[config.mk]
export PLATFORM = sky130hd
export DESIGN_NAME = trap_and_interrupt_controller
export DESIGN_NICKNAME = d
export VERILOG_FILES = /design/src/core/trap_irq_pkg.sv /design/src/core/trap_and_interrupt_controller.sv
export SDC_FILE = /design/constraint.sdc
export NUM_CORES = 1
export LEC_CHECK = 0
export BUFFER_PORTS_ARGS = -buffer_cell sky130_fd_sc_hd__buf_4
export CAP_MARGIN = 10
export CELL_PAD_IN_SITES_DETAIL_PLACEMENT = 1
export CELL_PAD_IN_SITES_GLOBAL_PLACEMENT = 2
export CORE_ASPECT_RATIO = 0.6
export CORE_MARGIN = 8
export CORE_UTILIZATION = 34
export CTS_CLUSTER_SIZE = 12
export DETAILED_ROUTE_END_ITERATION = 10
export GPL_TIMING_DRIVEN = 0
export PLACE_DENSITY = 0.89
export SYNTH_ARGS = -nofsm -noshare
export SYNTH_HDL_FRONTEND = slang
export SYNTH_SLANG_ARGS = --single-unit
[constraint.sdc]
create_clock -name ref_clk -period 30.1 [get_ports ref_clk]
set_input_delay 6.02 -clock ref_clk [delete_from_list [all_inputs] [get_ports ref_clk]]
set_output_delay 6.02 -clock ref_clk [all_outputs]
set_load 0.05 [all_outputs]
[src/core/trap_irq_pkg.sv]
// Shared constants and types of the trap and interrupt controller
`default_nettype none
package trap_irq_pkg;
    // Register indexes on the plain register port
    localparam logic [3:0]  REG_TRAP_STAT     = 4'h0;
    localparam logic [3:0]  REG_INT_CTRL2     = 4'h1;
    localparam logic [3:0]  REG_FLAGS         = 4'h2;
    localparam logic [3:0]  REG_ENABLES       = 4'h3;
    localparam logic [3:0]  REG_PRIO0         = 4'h4;
    localparam logic [3:0]  REG_STACK_LIMIT   = 4'h8;
    localparam logic [3:0]  REG_RESET_CTRL    = 4'h9;
    localparam logic [3:0]  REG_CORE_CTRL     = 4'ha;
    localparam logic [3:0]  REG_STATUS        = 4'hb;
    localparam logic [3:0]  REG_INT_STATE     = 4'hc;
    localparam int unsigned PRIO_WORDS        = 4;
    localparam int unsigned PRIO_FIELD_STEP   = 4;
    // Field positions
    localparam int unsigned ALT_VEC_BIT       = 15;
    localparam int unsigned CONFLICT_BIT      = 15;
    localparam int unsigned TRAP_PRIO_BIT     = 3;
    localparam int unsigned STATUS_LVL_LSB    = 5;
    localparam int unsigned INT_STATE_LVL_LSB = 8;
    // Trap pending bit positions
    localparam int unsigned TRAP_MATH         = 0;
    localparam int unsigned TRAP_ADDR         = 1;
    localparam int unsigned TRAP_STACK        = 2;
    localparam int unsigned TRAP_OSC          = 3;
    localparam logic [3:0]  HARD_MASK         = 4'he;
    // Exception levels
    localparam logic [3:0]  LVL_SOFT_MIN      = 4'h8;
    localparam logic [3:0]  LVL_MATH          = 4'hb;
    localparam logic [3:0]  LVL_HARD_MIN      = 4'hc;
    localparam logic [3:0]  LVL_ADDR          = 4'hc;
    localparam logic [3:0]  LVL_STACK         = 4'hd;
    localparam logic [3:0]  LVL_OSC           = 4'he;
    // Reset values, limits, vector number bases and external source count
    localparam logic [15:0] STACK_FLOOR       = 16'h0800;
    localparam logic [15:0] STACK_LIMIT_RST   = 16'hfffe;
    localparam logic [2:0]  PRIO_RST          = 3'h4;
    localparam logic [5:0]  VEC_TRAP_BASE     = 6'h00;
    localparam logic [5:0]  VEC_IRQ_BASE      = 6'h08;
    localparam int unsigned NUM_EXT           = 5;

    typedef enum logic [1:0] {
        ST_RUN  = 2'b00,
        ST_TAKE = 2'b01,
        ST_HALT = 2'b11
    } ctl_state_t;

    typedef struct packed {
        logic       isTrap;
        logic [3:0] level;
        logic [5:0] vecNum;
    } take_t;

    typedef struct packed {
        logic [23:0] pc;
        logic [7:0]  status_low_byte;
    } frame_t;

    typedef struct packed {
        logic [4:0]  flags;
        logic [15:0] wThree;
        logic [15:0] wTwo;
        logic [15:0] wOne;
        logic [15:0] wZero;
    } shadow_t;
endpackage : trap_irq_pkg
`default_nettype wire

[src/core/trap_and_interrupt_controller.sv]
// Trap prioritiser, interrupt arbiter, context stacking and shadow store for the core
`timescale 1ns/100ps
`default_nettype none
module trap_and_interrupt_controller
    import trap_irq_pkg::*;
#(
    parameter int unsigned NUM_SRC      = 16,
    parameter int unsigned STACK_DEPTH  = 8,
    parameter logic [23:0] PROG_TOP     = 24'h018000,
    parameter logic [23:0] DEFAULT_BASE = 24'h000004,
    parameter logic [23:0] ALT_BASE     = 24'h000084
)
(
    input  wire logic                ref_clk,
    input  wire logic                rst_b,
    input  wire logic                clkEn,
    input  wire logic [3:0]          regAddr,
    input  wire logic [15:0]         regWdata,
    input  wire logic                regWr,
    input  wire logic                regRd,
    output var  logic [15:0]         regRdata,
    input  wire logic                instrStart,
    input  wire logic [23:0]         currentPc,
    input  wire logic [4:0]          statusFlags,
    input  wire logic                branchValid,
    input  wire logic [23:0]         branchTarget,
    input  wire logic                fetchValid,
    input  wire logic [23:0]         fetchAddr,
    input  wire logic                spLoad,
    input  wire logic [15:0]         spValue,
    input  wire logic                mathErr,
    input  wire logic                oscFailPin,
    input  wire logic [NUM_EXT-1:0]  externalIrqInputs,
    input  wire logic [NUM_SRC-1:0]  periphEvents,
    input  wire logic                trapAck,
    input  wire logic                return_from_interrupt_instr,
    input  wire logic [7:0]          poppedSrl,
    input  wire logic                shadowPush,
    input  wire logic                shadowPop,
    input  wire shadow_t             liveCtx,
    input  wire logic                sleeping,
    output var  logic                takeStrobe,
    output var  frame_t              pushFrame,
    output var  logic [23:0]         vectorAddr,
    output var  logic                haltExec,
    output var  logic                conflictReset,
    output var  logic                wakeCore,
    output var  logic [2:0]          cpuPriorityLevel,
    output var  logic                trapPriorityBit,
    output var  shadow_t             shadowCtx,
    output var  logic                shadowPopValid
);

    function automatic logic isUnimpl(input logic [23:0] addr);
        isUnimpl = (addr >= PROG_TOP);
    endfunction : isUnimpl

    // Highest level among a set of pending trap bits
    function automatic logic [3:0] trapLevelOf(input logic [3:0] pend);
        if (pend[TRAP_OSC])
            trapLevelOf = LVL_OSC;
        else if (pend[TRAP_STACK])
            trapLevelOf = LVL_STACK;
        else if (pend[TRAP_ADDR])
            trapLevelOf = LVL_ADDR;
        else if (pend[TRAP_MATH])
            trapLevelOf = LVL_MATH;
        else
            trapLevelOf = 4'h0;
    endfunction : trapLevelOf

    ctl_state_t               state;
    ctl_state_t               next_state;
    take_t                    sel;
    take_t                    cand;
    logic [NUM_EXT-1:0]       extSync1;
    logic [NUM_EXT-1:0]       extSync2;
    logic [NUM_EXT-1:0]       extPrev;
    logic [NUM_EXT-1:0]       extPol;
    logic                     oscSync1;
    logic                     oscSync2;
    logic                     oscPrev;
    logic                     altVec;
    logic [NUM_SRC-1:0]       evLatch;
    logic [NUM_SRC-1:0]       flags;
    logic [NUM_SRC-1:0]       enables;
    logic [2:0]               prio [NUM_SRC];
    logic [15:0]              prioWord [PRIO_WORDS];
    logic [15:0]              stackLimit;
    logic [3:0]               trapPend;
    logic                     conflictFlag;
    logic [STACK_DEPTH-1:0]   trapStack;
    logic [3:0]               svcHardLvl;
    shadow_t                  shadowReg;
    logic [2:0]               bestLvl;
    logic [5:0]               bestIdx;
    logic [15:0]              rdMux;

    wire logic                softRst   = !rst_b || conflictReset;
    wire logic                wrTrap    = regWr && (regAddr == REG_TRAP_STAT);
    wire logic                wrCtrl2   = regWr && (regAddr == REG_INT_CTRL2);
    wire logic                wrFlags   = regWr && (regAddr == REG_FLAGS);
    wire logic                wrEnables = regWr && (regAddr == REG_ENABLES);
    wire logic                wrLimit   = regWr && (regAddr == REG_STACK_LIMIT);
    wire logic                wrResCtrl = regWr && (regAddr == REG_RESET_CTRL);
    wire logic                wrStatus  = regWr && (regAddr == REG_STATUS);

    // External edges: polarity 0 rising, 1 falling
    wire logic [NUM_EXT-1:0]  extEdge   = (~extPol & extSync2 & ~extPrev)
                                        | (extPol & ~extSync2 & extPrev);
    wire logic [NUM_SRC-1:0]  evNow     = periphEvents | NUM_SRC'(extEdge);
    // Events between instruction starts are held so a short pulse is not lost
    wire logic [NUM_SRC-1:0]  flagSet   = instrStart ? (evLatch | evNow) : '0;
    wire logic [NUM_SRC-1:0]  next_flags = (wrFlags ? regWdata[NUM_SRC-1:0] : flags)
                                         | flagSet;

    // Trap detection
    wire logic                addrErrNow  = (branchValid && isUnimpl(branchTarget))
                                          || (fetchValid && isUnimpl(fetchAddr));
    wire logic                stackOver   = spLoad && (spValue > stackLimit);
    wire logic                stackUnder  = spLoad && (spValue < STACK_FLOOR);
    wire logic                oscFailNow  = oscSync2 && !oscPrev;
    wire logic [3:0]          trapSet     = {oscFailNow, stackOver || stackUnder,
                                             addrErrNow, mathErr};
    wire logic [3:0]          next_trapPend = (wrTrap ? (trapPend & ~regWdata[3:0]) : trapPend)
                                            | trapSet;

    // Conflict: a new hard trap below a level already pending or in service
    wire logic [3:0]          newHard     = trapSet & ~trapPend & HARD_MASK;
    wire logic [3:0]          pendHardLvl = trapLevelOf(trapPend & HARD_MASK);
    wire logic [3:0]          busyLvl     = (pendHardLvl > svcHardLvl) ? pendHardLvl
                                                                       : svcHardLvl;
    wire logic                conflict    = (newHard[TRAP_ADDR] && busyLvl > LVL_ADDR)
                                          || (newHard[TRAP_STACK] && busyLvl > LVL_STACK)
                                          || (newHard[TRAP_OSC] && busyLvl > LVL_OSC);

    // Arbitration against the current level; trap bit lifts it into 8..15
    wire logic [3:0]          curLevel    = {trapPriorityBit, cpuPriorityLevel};
    wire logic [3:0]          trapLvl     = trapLevelOf(trapPend);
    wire logic                useTrap     = trapLvl > curLevel;
    wire logic                useIrq      = (bestLvl != 3'h0) && ({1'b0, bestLvl} > curLevel);
    wire logic                candValid   = useTrap || useIrq;
    wire logic [3:0]          candLevel   = useTrap ? trapLvl : {1'b0, bestLvl};
    wire logic [5:0]          candVec     = useTrap ? VEC_TRAP_BASE + 6'(trapLvl - LVL_SOFT_MIN)
                                                    : VEC_IRQ_BASE + bestIdx;
    wire logic                candHard    = useTrap && (trapLvl >= LVL_HARD_MIN);
    wire logic                selHard     = sel.isTrap && (sel.level >= LVL_HARD_MIN);
    wire logic                takeGo      = (state == ST_RUN) && candValid && !return_from_interrupt_instr;
    wire logic                retfieGo    = return_from_interrupt_instr && (state != ST_TAKE);
    wire logic [23:0]         tableBase   = altVec ? ALT_BASE : DEFAULT_BASE;
    wire logic [23:0]         next_vector = tableBase + 24'({candVec, 1'b0});

    assign cand = {useTrap, candLevel, candVec};

    // Highest enabled nonzero priority; lowest source wins a tie
    always_comb
    begin
        bestLvl = 3'h0;
        bestIdx = 6'h00;
        for (int i = 0; i < NUM_SRC; i++)
        begin
            if (flags[i] && enables[i] && (prio[i] > bestLvl))
            begin
                bestLvl = prio[i];
                bestIdx = 6'(i);
            end
        end
    end

    always_comb
    begin
        for (int k = 0; k < PRIO_WORDS; k++)
            prioWord[k] = 16'h0000;
        for (int i = 0; i < NUM_SRC; i++)
            prioWord[i / PRIO_FIELD_STEP][(i % PRIO_FIELD_STEP) * PRIO_FIELD_STEP +: 3] = prio[i];
    end

    always_comb
    begin
        next_state = state;
        case (state)
            ST_RUN:  if (takeGo) next_state = ST_TAKE;
            ST_TAKE: next_state = selHard ? ST_HALT : ST_RUN;
            ST_HALT: if (trapAck) next_state = ST_RUN;
            default: next_state = ST_RUN;
        endcase
    end

    always_comb
    begin
        case (regAddr)
            REG_TRAP_STAT:   rdMux = 16'(trapPend);
            REG_INT_CTRL2:   rdMux = (16'(altVec) << ALT_VEC_BIT) | 16'(extPol);
            REG_FLAGS:       rdMux = 16'(flags);
            REG_ENABLES:     rdMux = 16'(enables);
            REG_PRIO0:       rdMux = prioWord[0];
            REG_PRIO0 + 4'h1: rdMux = prioWord[1];
            REG_PRIO0 + 4'h2: rdMux = prioWord[2];
            REG_PRIO0 + 4'h3: rdMux = prioWord[3];
            REG_STACK_LIMIT: rdMux = stackLimit;
            REG_RESET_CTRL:  rdMux = 16'(conflictFlag) << CONFLICT_BIT;
            REG_CORE_CTRL:   rdMux = 16'(trapPriorityBit) << TRAP_PRIO_BIT;
            REG_STATUS:      rdMux = (16'(cpuPriorityLevel) << STATUS_LVL_LSB) | 16'(statusFlags);
            REG_INT_STATE:   rdMux = (16'(sel.level) << INT_STATE_LVL_LSB) | 16'(sel.vecNum);
            default:         rdMux = 16'h0000;
        endcase
    end

    // Pins cross into this clock through two flops before any edge logic
    always_ff @(posedge ref_clk)
    begin
        if (!rst_b)
        begin
            extSync1 <= '0;
            extSync2 <= '0;
            extPrev  <= '0;
            oscSync1 <= 1'b0;
            oscSync2 <= 1'b0;
            oscPrev  <= 1'b0;
        end
        else if (clkEn)
        begin
            extSync1 <= externalIrqInputs;
            extSync2 <= extSync1;
            extPrev  <= extSync2;
            oscSync1 <= oscFailPin;
            oscSync2 <= oscSync1;
            oscPrev  <= oscSync2;
        end
    end

    always_ff @(posedge ref_clk)
    begin
        if (softRst)
        begin
            evLatch    <= '0;
            flags      <= '0;
            enables    <= '0;
            extPol     <= '0;
            altVec     <= 1'b0;
            stackLimit <= STACK_LIMIT_RST;
            trapPend   <= 4'h0;
        end
        else if (clkEn)
        begin
            evLatch  <= instrStart ? '0 : (evLatch | evNow);
            flags    <= next_flags;
            trapPend <= next_trapPend;
            if (wrEnables)
                enables <= regWdata[NUM_SRC-1:0];
            if (wrCtrl2)
            begin
                altVec <= regWdata[ALT_VEC_BIT];
                extPol <= regWdata[NUM_EXT-1:0];
            end
            if (wrLimit)
                stackLimit <= regWdata;
        end
    end

    always_ff @(posedge ref_clk)
    begin
        for (int i = 0; i < NUM_SRC; i++)
        begin
            if (softRst)
                prio[i] <= PRIO_RST;
            else if (clkEn && regWr && regAddr == REG_PRIO0 + 4'(i / PRIO_FIELD_STEP))
                prio[i] <= regWdata[(i % PRIO_FIELD_STEP) * PRIO_FIELD_STEP +: 3];
        end
    end

    // Conflict flag survives the block reset it causes so software can see it
    always_ff @(posedge ref_clk)
    begin
        if (!rst_b)
        begin
            conflictReset <= 1'b0;
            conflictFlag  <= 1'b0;
            regRdata      <= 16'h0000;
        end
        else if (clkEn)
        begin
            conflictReset <= conflict;
            conflictFlag  <= (wrResCtrl ? regWdata[CONFLICT_BIT] : conflictFlag) | conflict;
            regRdata      <= regRd ? rdMux : 16'h0000;
        end
    end

    always_ff @(posedge ref_clk)
    begin
        if (softRst)
        begin
            state      <= ST_RUN;
            sel        <= '0;
            takeStrobe <= 1'b0;
            pushFrame  <= '0;
            vectorAddr <= 24'h000000;
            haltExec   <= 1'b0;
            wakeCore   <= 1'b0;
        end
        else if (clkEn)
        begin
            state      <= next_state;
            takeStrobe <= takeGo;
            wakeCore   <= sleeping && candValid;
            if (takeGo)
            begin
                sel        <= cand;
                pushFrame  <= {currentPc, curLevel[2:0], statusFlags};
                vectorAddr <= next_vector;
            end
            if (takeGo && candHard)
                haltExec <= 1'b1;
            else if (state == ST_HALT && trapAck)
                haltExec <= 1'b0;
        end
    end

    // Level, trap bit and a small stack of trap/interrupt kinds for nesting
    always_ff @(posedge ref_clk)
    begin
        if (softRst)
        begin
            cpuPriorityLevel <= 3'h0;
            trapPriorityBit  <= 1'b0;
            trapStack        <= '0;
            svcHardLvl       <= 4'h0;
        end
        else if (clkEn)
        begin
            if (state == ST_TAKE)
            begin
                {trapPriorityBit, cpuPriorityLevel} <= sel.level;
                trapStack <= {trapStack[STACK_DEPTH-2:0], trapPriorityBit};
                if (selHard)
                    svcHardLvl <= sel.level;
            end
            else if (retfieGo)
            begin
                cpuPriorityLevel <= poppedSrl[STATUS_LVL_LSB +: 3];
                trapPriorityBit  <= trapStack[0];
                trapStack        <= {1'b0, trapStack[STACK_DEPTH-1:1]};
                if (trapPriorityBit)
                    svcHardLvl <= 4'h0;
            end
            else if (wrStatus)
                cpuPriorityLevel <= regWdata[STATUS_LVL_LSB +: 3];
        end
    end

    // Only the pin reset and the shadow push and pop strobes reach this store
    always_ff @(posedge ref_clk)
    begin
        if (!rst_b)
        begin
            shadowReg      <= '0;
            shadowPopValid <= 1'b0;
        end
        else if (clkEn)
        begin
            if (shadowPush)
                shadowReg <= liveCtx;
            shadowPopValid <= shadowPop;
        end
    end

    assign shadowCtx = shadowReg;

    a_addr_error: assert property (
        @(posedge ref_clk) disable iff (softRst)
        clkEn && branchValid && (branchTarget >= PROG_TOP) |=> trapPend[TRAP_ADDR])
        else $error("Unimplemented branch target raised no address error");

    a_stack_over: assert property (
        @(posedge ref_clk) disable iff (softRst)
        clkEn && spLoad && (spValue > stackLimit) |=> trapPend[TRAP_STACK])
        else $error("Stack overflow raised no stack error");

    a_stack_under: assert property (
        @(posedge ref_clk) disable iff (softRst)
        clkEn && spLoad && (spValue < STACK_FLOOR) |=> trapPend[TRAP_STACK])
        else $error("Stack underflow raised no stack error");

    a_flag_sample: assert property (
        @(posedge ref_clk) disable iff (softRst)
        clkEn && !conflictReset && instrStart && periphEvents[NUM_SRC-1] |=> flags[NUM_SRC-1])
        else $error("Event at instruction start not sampled into flags");

    a_no_low_take: assert property (
        @(posedge ref_clk) disable iff (softRst)
        takeStrobe |-> ($past(cand.level) > $past(curLevel)))
        else $error("Request taken without exceeding the CPU level");

    a_halt_holds: assert property (
        @(posedge ref_clk) disable iff (softRst)
        clkEn && !conflictReset && haltExec && !trapAck |=> haltExec)
        else $error("Hard trap halt released without acknowledge");

    a_level_load: assert property (
        @(posedge ref_clk) disable iff (softRst)
        clkEn && !conflictReset && (state == ST_TAKE)
        |=> ({trapPriorityBit, cpuPriorityLevel} == $past(sel.level)) && !takeStrobe)
        else $error("Accepted level not loaded after stacking");

    a_trap_bit_irq: assert property (
        @(posedge ref_clk) disable iff (softRst)
        clkEn && (state == ST_TAKE) && !sel.isTrap |=> !trapPriorityBit)
        else $error("Trap priority bit set while servicing an interrupt");

    a_conflict_set: assert property (
        @(posedge ref_clk) disable iff (!rst_b)
        clkEn && conflict |=> conflictReset && conflictFlag ##1 (state == ST_RUN))
        else $error("Hard trap conflict did not reset and flag");

    a_alt_vector: assert property (
        @(posedge ref_clk) disable iff (softRst)
        clkEn && takeGo && altVec |=> (vectorAddr == ALT_BASE + 24'({sel.vecNum, 1'b0})))
        else $error("Vector not fetched from the alternate table");

    a_wake_req: assert property (
        @(posedge ref_clk) disable iff (softRst)
        clkEn && sleeping && candValid && (state == ST_RUN) && !return_from_interrupt_instr
        |=> wakeCore && takeStrobe)
        else $error("Sleeping core not woken and interrupted");

endmodule : trap_and_interrupt_controller
`default_nettype wire

Yosys cells after proc, flatten, opt, wreduce, memory -nomap -nowiden
Memories as Yosys holds them, arrays and structs flattened.
Cells that the tools add are included.
{"block": "totals", "ramBits": 48, "input_bits": 227, "memories": 1, "elab_cells": 305, "regBits": 268, "out_inout_bits": 150}
{"block": "classes", "magnitude_cmp": 28, "n_eq_ne": 18, "addsub": 3, "muxes": 96, "bitwise_logic": 36, "reduce_logical": 87}
{"memory": "prio", "words": 16, "word_bits": 3, "read_ports": 16, "rd_ports_with_merged_regs": 0, "write_ports": 16, "line_no": "trap_and_interrupt_controller.sv:87", "text": "logic [2:0] prio [NUM_SRC];"}
{"operator": "$pmux W16 S13", "n": 1}
{"operator": "$mux W3", "n": 35}
{"operator": "$mux W6", "n": 15}
{"operator": "$mux W16", "n": 4}
{"operator": "$logic_and A1 B1 Y1", "n": 61}
{"operator": "$mux W4", "n": 14}
{"operator": "$ge A24 B17 Y1 const B", "n": 2}
{"operator": "$gt A3 B3 Y1", "n": 15}
{"operator": "$or A16 B16 Y16", "n": 2}
{"operator": "$or A16 B5 Y16", "n": 2}
{"operator": "$mux W8", "n": 3}
{"operator": "$and A5 B5 Y5", "n": 4}
{"operator": "$eq A4 B4 Y1 const B", "n": 5}
{"operator": "$mux W1", "n": 20}
{"operator": "$or A1 B1 Y1", "n": 17}
{"operator": "$eq A4 B3 Y1 const B", "n": 4}
{"operator": "$gt A16 B16 Y1", "n": 1}
{"operator": "$lt A16 B12 Y1 const B", "n": 1}
{"operator": "$reduce_and A2 Y1", "n": 8}
{"operator": "$not A5 Y5", "n": 3}
{"operator": "$gt A4 B4 Y1 const B", "n": 3}
{"operator": "$or A12 B6 Y12", "n": 1}
{"operator": "$add A8 B7 Y9", "n": 1}
{"operator": "$and A4 B4 Y4", "n": 2}
{"operator": "26 further kinds", "n": 44}

Logic depth before layout (Yosys ltp)
An unclocked memory read counts as a cell.
{"block": "depth", "depth_word": 57, "depth_mapped": 121, "mapped_depth_nobuf": 118}

Worst setup path before layout
Ideal clock, no wire load.
{"block": "synth_timing", "kind": "register -> register", "from": "reg flags[0]", "to": "reg sel[4] in the netlist's numbering", "period_less_slack_ns": 19.976, "required_time_ns": 30.030, "path_stages_with_launch": 114, "path_slack_ns": 10.124, "setup_ns": 0.070, "t_arrival_ns": 19.906, "path_buffers": 2, "path_cell_list": "dfxtp_1 nand3_1 ha_1 nor2b_4 o311a_4 nand2_1 nand2_1 o21ai_0 ha_1 nor2_1 o21ai_0 a21o_1 mux2_2 ha_1 nor2_1 and2_1 a41o_1 o311ai_0 [... 78 more ...] ha_1 inv_1 o21ai_0 or3b_1 and4_1 buf_6 mux2_2 ha_1 a31oi_1 o21ai_0 nand2_1 nand2_1 a41oi_1 nand3_1 and2_4 buf_6 or3_1 a21oi_1"}
{"block": "synth_via", "elab_chain_len": 54, "word_cells_on_any_way": 72, "cone_classes": "add/sub (1); order compare (16); mux (32); reduce/logical (23)"}
{"element": "start, declared", "line_no": "trap_and_interrupt_controller.sv:85", "text": "logic [NUM_SRC-1:0] flags;"}
{"element": "start signal, assigned", "line_no": "trap_and_interrupt_controller.sv:247", "text": "flags <= next_flags;"}
{"element": "$logic_and A1 B1 Y1 * (2 in a row)", "line_no": "trap_and_interrupt_controller.sv:162", "text": "if (flags[i] && enables[i] && (prio[i] > bestLvl))"}
{"element": "$mux W3 *", "line_no": "trap_and_interrupt_controller.sv:162"}
{"element": "$gt A3 B3 Y1", "line_no": "trap_and_interrupt_controller.sv:162"}
{"element": "$logic_and A1 B1 Y1", "line_no": "trap_and_interrupt_controller.sv:162"}
{"element": "$mux W3", "line_no": "trap_and_interrupt_controller.sv:162"}
{"element": "$gt A3 B3 Y1", "line_no": "trap_and_interrupt_controller.sv:162"}
{"element": "$logic_and A1 B1 Y1", "line_no": "trap_and_interrupt_controller.sv:162"}
{"element": "$mux W3", "line_no": "trap_and_interrupt_controller.sv:162"}
{"element": "[... 36 more ...]"}
{"element": "$gt A3 B3 Y1", "line_no": "trap_and_interrupt_controller.sv:162"}
{"element": "$logic_and A1 B1 Y1", "line_no": "trap_and_interrupt_controller.sv:162"}
{"element": "$mux W3", "line_no": "trap_and_interrupt_controller.sv:162"}
{"element": "$gt A3 B4 Y1 or $reduce_bool A3 Y1 (tied branches)", "line_no": "trap_and_interrupt_controller.sv:141", "text": "wire logic useIrq = (bestLvl != 3'h0) && ({1'b0, bestLvl} > curLevel);"}
{"element": "$logic_and A1 B1 Y1", "line_no": "trap_and_interrupt_controller.sv:141"}
{"element": "$logic_or A1 B1 Y1", "line_no": "trap_and_interrupt_controller.sv:142", "text": "wire logic candValid = useTrap || useIrq;"}
{"element": "$logic_and A1 B1 Y1 (2 in a row)", "line_no": "trap_and_interrupt_controller.sv:148", "text": "wire logic takeGo = (state == ST_RUN) && candValid && !return_from_interrupt_instr;"}
{"element": "$reduce_and A2 Y1 (no source line)"}
{"element": "end signal, assigned", "line_no": "trap_and_interrupt_controller.sv:308", "text": "sel <= cand;"}
{"element": "end, declared", "line_no": "trap_and_interrupt_controller.sv:74", "text": "take_t sel;"}
Mark *: on every way between the ends. The rest lies on a longest branch, timed or not.
A chain may end at the register's enable or synchronous reset.

Worst setup path after layout
{"block": "layout_timing", "from": "reg flags[0]", "to": "reg pushFrame[30] in the netlist's numbering"}
{"block": "layout_via", "elab_chain_len": 54, "word_cells_on_any_way": 55, "cone_classes": "order compare (16); mux (16); reduce/logical (23)"}
{"element": "$logic_and A1 B1 Y1 * (2 in a row)", "line_no": "trap_and_interrupt_controller.sv:162"}
{"element": "$mux W3 *", "line_no": "trap_and_interrupt_controller.sv:162"}
{"element": "$gt A3 B3 Y1", "line_no": "trap_and_interrupt_controller.sv:162"}
{"element": "$logic_and A1 B1 Y1", "line_no": "trap_and_interrupt_controller.sv:162"}
{"element": "$mux W3 *", "line_no": "trap_and_interrupt_controller.sv:162"}
{"element": "$gt A3 B3 Y1", "line_no": "trap_and_interrupt_controller.sv:162"}
{"element": "$logic_and A1 B1 Y1", "line_no": "trap_and_interrupt_controller.sv:162"}
{"element": "$mux W3 *", "line_no": "trap_and_interrupt_controller.sv:162"}
{"element": "[... 36 more ...]"}
{"element": "$gt A3 B3 Y1", "line_no": "trap_and_interrupt_controller.sv:162"}
{"element": "$logic_and A1 B1 Y1", "line_no": "trap_and_interrupt_controller.sv:162"}
{"element": "$mux W3 *", "line_no": "trap_and_interrupt_controller.sv:162"}
{"element": "$gt A3 B4 Y1 or $reduce_bool A3 Y1 (tied branches)", "line_no": "trap_and_interrupt_controller.sv:141"}
{"element": "$logic_and A1 B1 Y1 *", "line_no": "trap_and_interrupt_controller.sv:141"}
{"element": "$logic_or A1 B1 Y1 *", "line_no": "trap_and_interrupt_controller.sv:142"}
{"element": "$logic_and A1 B1 Y1 * (2 in a row)", "line_no": "trap_and_interrupt_controller.sv:148"}
{"element": "$reduce_and A2 Y1 (no source line) *"}
{"element": "end signal, assigned", "line_no": "trap_and_interrupt_controller.sv:309", "text": "pushFrame <= {currentPc, curLevel[2:0], statusFlags};"}
{"element": "end, declared", "line_no": "trap_and_interrupt_controller.sv:43", "text": "output var frame_t pushFrame,"}
Marked as above.

==> results.rst <==
.. list-table::
   :header-rows: 1

   * - Metric
     - Value
   * - Top cells by count, synth
     - sky130_fd_sc_hd__nand2_1 (357), sky130_fd_sc_hd__dfxtp_1 (251), sky130_fd_sc_hd__nor2_1 (133)
   * - Static power due to leakage
     - 7.88 nW
   * - H-tree depth
     - 1
   * - Number of port buffers
     - 321
   * - Total via count after detailed routing
     - around 16000
   * - Total length of routed wires
     - 69800 µm
   * - TritonCTS clock tree
     - yes
   * - Layout overhead on the synthesized area
     - 27.4%
   * - Clock insertion delay at the later pin of the skew report
     - approximately 0.59 ns
   * - GPL Wtd Cong
     - approximately 0.97
   * - Max-slew headroom
     - 0.149
   * - Final Hold Vio Count
     - 0
   * - Most prevalent standard cell on the critical path
     - sky130_fd_sc_hd__nor2_1
   * - Clock net sink count
     - 299
   * - Initial DRC Count
     - 1656
   * - Critical Setup Path Class
     - reg2reg
   * - Max Clock Freq
     - roughly 39 MHz
   * - Max incr delay on CP
     - 0.69 ns
   * - Setup TNS Final
     - 0 ns
   * - Vertical die dimension
     - 181 µm
   * - Seq/Total Area, Yosys
     - 0.420
   * - Leading register cell type out of synthesis
     - sky130_fd_sc_hd__dfxtp_1
   * - Net count reported at finish
     - between 2000 and 2500
   * - Number of global-route vias before repair
     - 16212
   * - Power density over the cells
     - slightly above 50 nW/µm²
   * - Number of max-cap violations
     - 0
   * - Number of gates resized after cts
     - 0
   * - Flip-flop and latch count after synthesis
     - 299
   * - Layout cells sized above 1
     - 0.197
   * - Site row count
     - 60
   * - Synth area leaders
     - sky130_fd_sc_hd__dfxtp_1 (33%), sky130_fd_sc_hd__edfxtp_1 (9.4%), sky130_fd_sc_hd__nand2_1 (8.7%)
   * - Most frequent cell after synthesis
     - sky130_fd_sc_hd__nand2_1
   * - Largest fanout on the critical path
     - 10
   * - Post-detailed-placement half-perimeter wirelength
     - 56100 µm
   * - Final Cycle Share
     - 0.848
   * - Worst-case clock skew
     - 0.0195 ns
   * - Buffer depth of the longest clock path
     - 3
   * - Final min period
     - 25.51 ns
   * - Floorplan core area
     - 44700 µm²
   * - Worst Path Required
     - 30.61 ns
   * - Leading area contributor after synthesis
     - sky130_fd_sc_hd__dfxtp_1
   * - CTS clk-pin slew, worst paths
     - 0.06 ns
   * - Maximum vdd drop
     - 0.0430 mV
   * - Wire length of the first global-routing pass
     - around 100000 µm
   * - Remaining global-route overflow
     - 0
   * - Vias per std cell
     - 5.68
   * - Final number of max-transition violations
     - 0
   * - Syn_area_per_cell
     - 8.40 µm²
   * - Top cell type's share of synthesized area
     - 0.327
   * - Unrepaired setup endpoints after global routing
     - no
   * - Total clock buffers created by CTS
     - 31
   * - Kind of cell with the highest combined delay on the critical path
     - compound AO/OA/AOI/OAI gates
   * - Async set-or-reset flop fraction in the synthesized netlist
     - 0
   * - Count of synthesis-stage warnings from yosys
     - 0
   * - Die area
     - approximately 53000 µm²
   * - I/O pin count
     - 377
   * - Slowest cell on the critical path
     - sky130_fd_sc_hd__a221oi_1
   * - Initial antenna violation count
     - 2
   * - Slew at the pin closest to its max-slew limit
     - 1.27 ns
   * - Synthesized instance count
     - 1831
   * - Detail-routed net length per standard cell
     - roughly 25 µm
   * - Sort of element at the start of the critical path
     - flip-flop
   * - Total setup buffers inserted after CTS
     - 0
   * - GR Util All Layers
     - 0.251
   * - Hold-fix buffer count after cts
     - 0
   * - Utilization after layout
     - 0.438
   * - Residual DRC count
     - 0
   * - Final setup violation count
     - 0
   * - Post-synth design cell area
     - 15400 µm²
   * - Count of flip-flops with a built-in enable after synthesis
     - 48
   * - Length of the first detailed-routing pass in iterations
     - 6
   * - Number of distinct standard cells referenced by the synthesized netlist
     - 87
   * - X dimension of the die
     - 291 µm
   * - Count of buffering cells on the critical path with inverters included
     - 4
   * - Clk Tree Root Cell
     - sky130_fd_sc_hd__clkbuf_16
   * - Largest net degree at the start of global routing
     - 16
   * - Effective utilization at floorplan
     - 0.344
   * - Kind of end point of the critical path
     - flip-flop
   * - Result of the run
     - finished, final reports clean
   * - Data arrival time of the critical path
     - 26.02 ns
   * - Antenna Violating Nets Remaining
     - 0
   * - Type of the most critical hold path
     - reg2reg
==> report_power, final <==
group	leakage [nW]	internal (W)	switching [W]
Combinational	4.91	0.0000596	0.000112
Sequential	2.49	0.000422	0.0000185
Clock	0.473	0.000210	0.000167
==> tightest hold or removal path, stage by stage, from the launching register on <==
cell and delay, ns:
sky130_fd_sc_hd__dfxtp_1 0.32, sky130_fd_sc_hd__a21oi_1 0.04, sky130_fd_sc_hd__nor2_1 0.06
==> stage by stage <==
stage               instance area (µm²)  power, W  hold slack (ns)  std cells  setup WS, ns
finish                            19600  0.000990            0.460       2815          4.59
global placement                  18600  0.000612            0.441       2756          6.03
detailed placement                18600  0.000618            0.449       2760          5.07
CTS                               19600  0.000992            0.460       2813          4.97
global route                      19600   0.00102            0.479       2815          2.54
floorplan                         15400  0.000541            0.432       1846         10.12
==> routing by layer <==
| layer | up-vias | global-route usage | share of wire |
|---|---|---|---|
| met1 | 7944 | 0.362 | 0.46 |
| met4 | 0 | 0.0459 | 0.017 |
| met5 | - | 0 | 0 |
| met2 | 707 | 0.386 | 0.43 |
| met3 | 102 | 0.0517 | 0.093 |
| li1 | 7229 | - | - |
==> flip-flops by register name (all words and copies together), names as in the netlist, 5 cells and up <==
register / cells
prio: 48
shadowCtx: 69
flags: 16
pushFrame: 32
stackLimit: 16
enables: 16
trapStack: 8
extPrev: 5
extSync1: 5
extPol: 5
regRdata: 16
evLatch: 16
sel: 11
vectorAddr: 7
extSync2: 5
==> kinds of logic after synthesis <==
group / synth area share
AO/OA/AOI/OAI: 0.224
AND/OR/NAND/NOR: 0.229
multiplexers: 0.0362
other: 0.000244
flip-flops: 0.420
adder cells (fa/ha/maj): 0.0394
XOR/XNOR: 0.000570
buffers and inverters: 0.0502
==> final cells by class <==
| class | instances | area (µm²) |
|---|---|---|
| fill | 5411 | 25200 |
| multi-input combinational | 1372 | 8200 |
| sequential | 299 | 6470 |
| timing repair buffer | 326 | 2440 |
| clock buffer | 48 | 930 |
| tap | 589 | 737 |
| buffer | 119 | 562 |
| inverter | 56 | 210 |
| clock inverter | 5 | 31.3 |
| antenna | 1 | 2.50 |
==> worst paths after layout <==
kind / slack, ns / cells past startpoint / to / from
setup / recovery: 4.59 / 115 / pushFrame[30] / flags[0]
hold / removal: 0.46 / 2 / evLatch[14] / evLatch[14]
setup reg to reg: 4.59 / 115 / pushFrame[30] / flags[0]
hold reg to reg: 0.46 / 2 / evLatch[14] / evLatch[14]
==> cells in the final DEF, fill, tap and decap left out, drive strengths merged, types with 5 or more instances in the layout <==
cell and instances:
ha 46, o211ai 26, edfxtp 48, nor4 8, o21ai 56, a22o 7, o211a 8, buf 358
nor3 29, dfxtp 251, a21oi 130, conb 16, and2 49, a22oi 30, nand2b 34, a211oi 18
nand2 357, o21a 5, mux2 5, clkbuf 135, a21boi 75, mux2i 50, a222oi 12, inv 57
or2 10, o2111ai 5, nand4 10, nor2 133, nor2b 46, a31oi 38, nor3b 7, a221oi 18
nand3 37, and3 20, a21o 9, a41o 5, a41oi 8
Note: power is estimated with default switching activity, not from simulation.
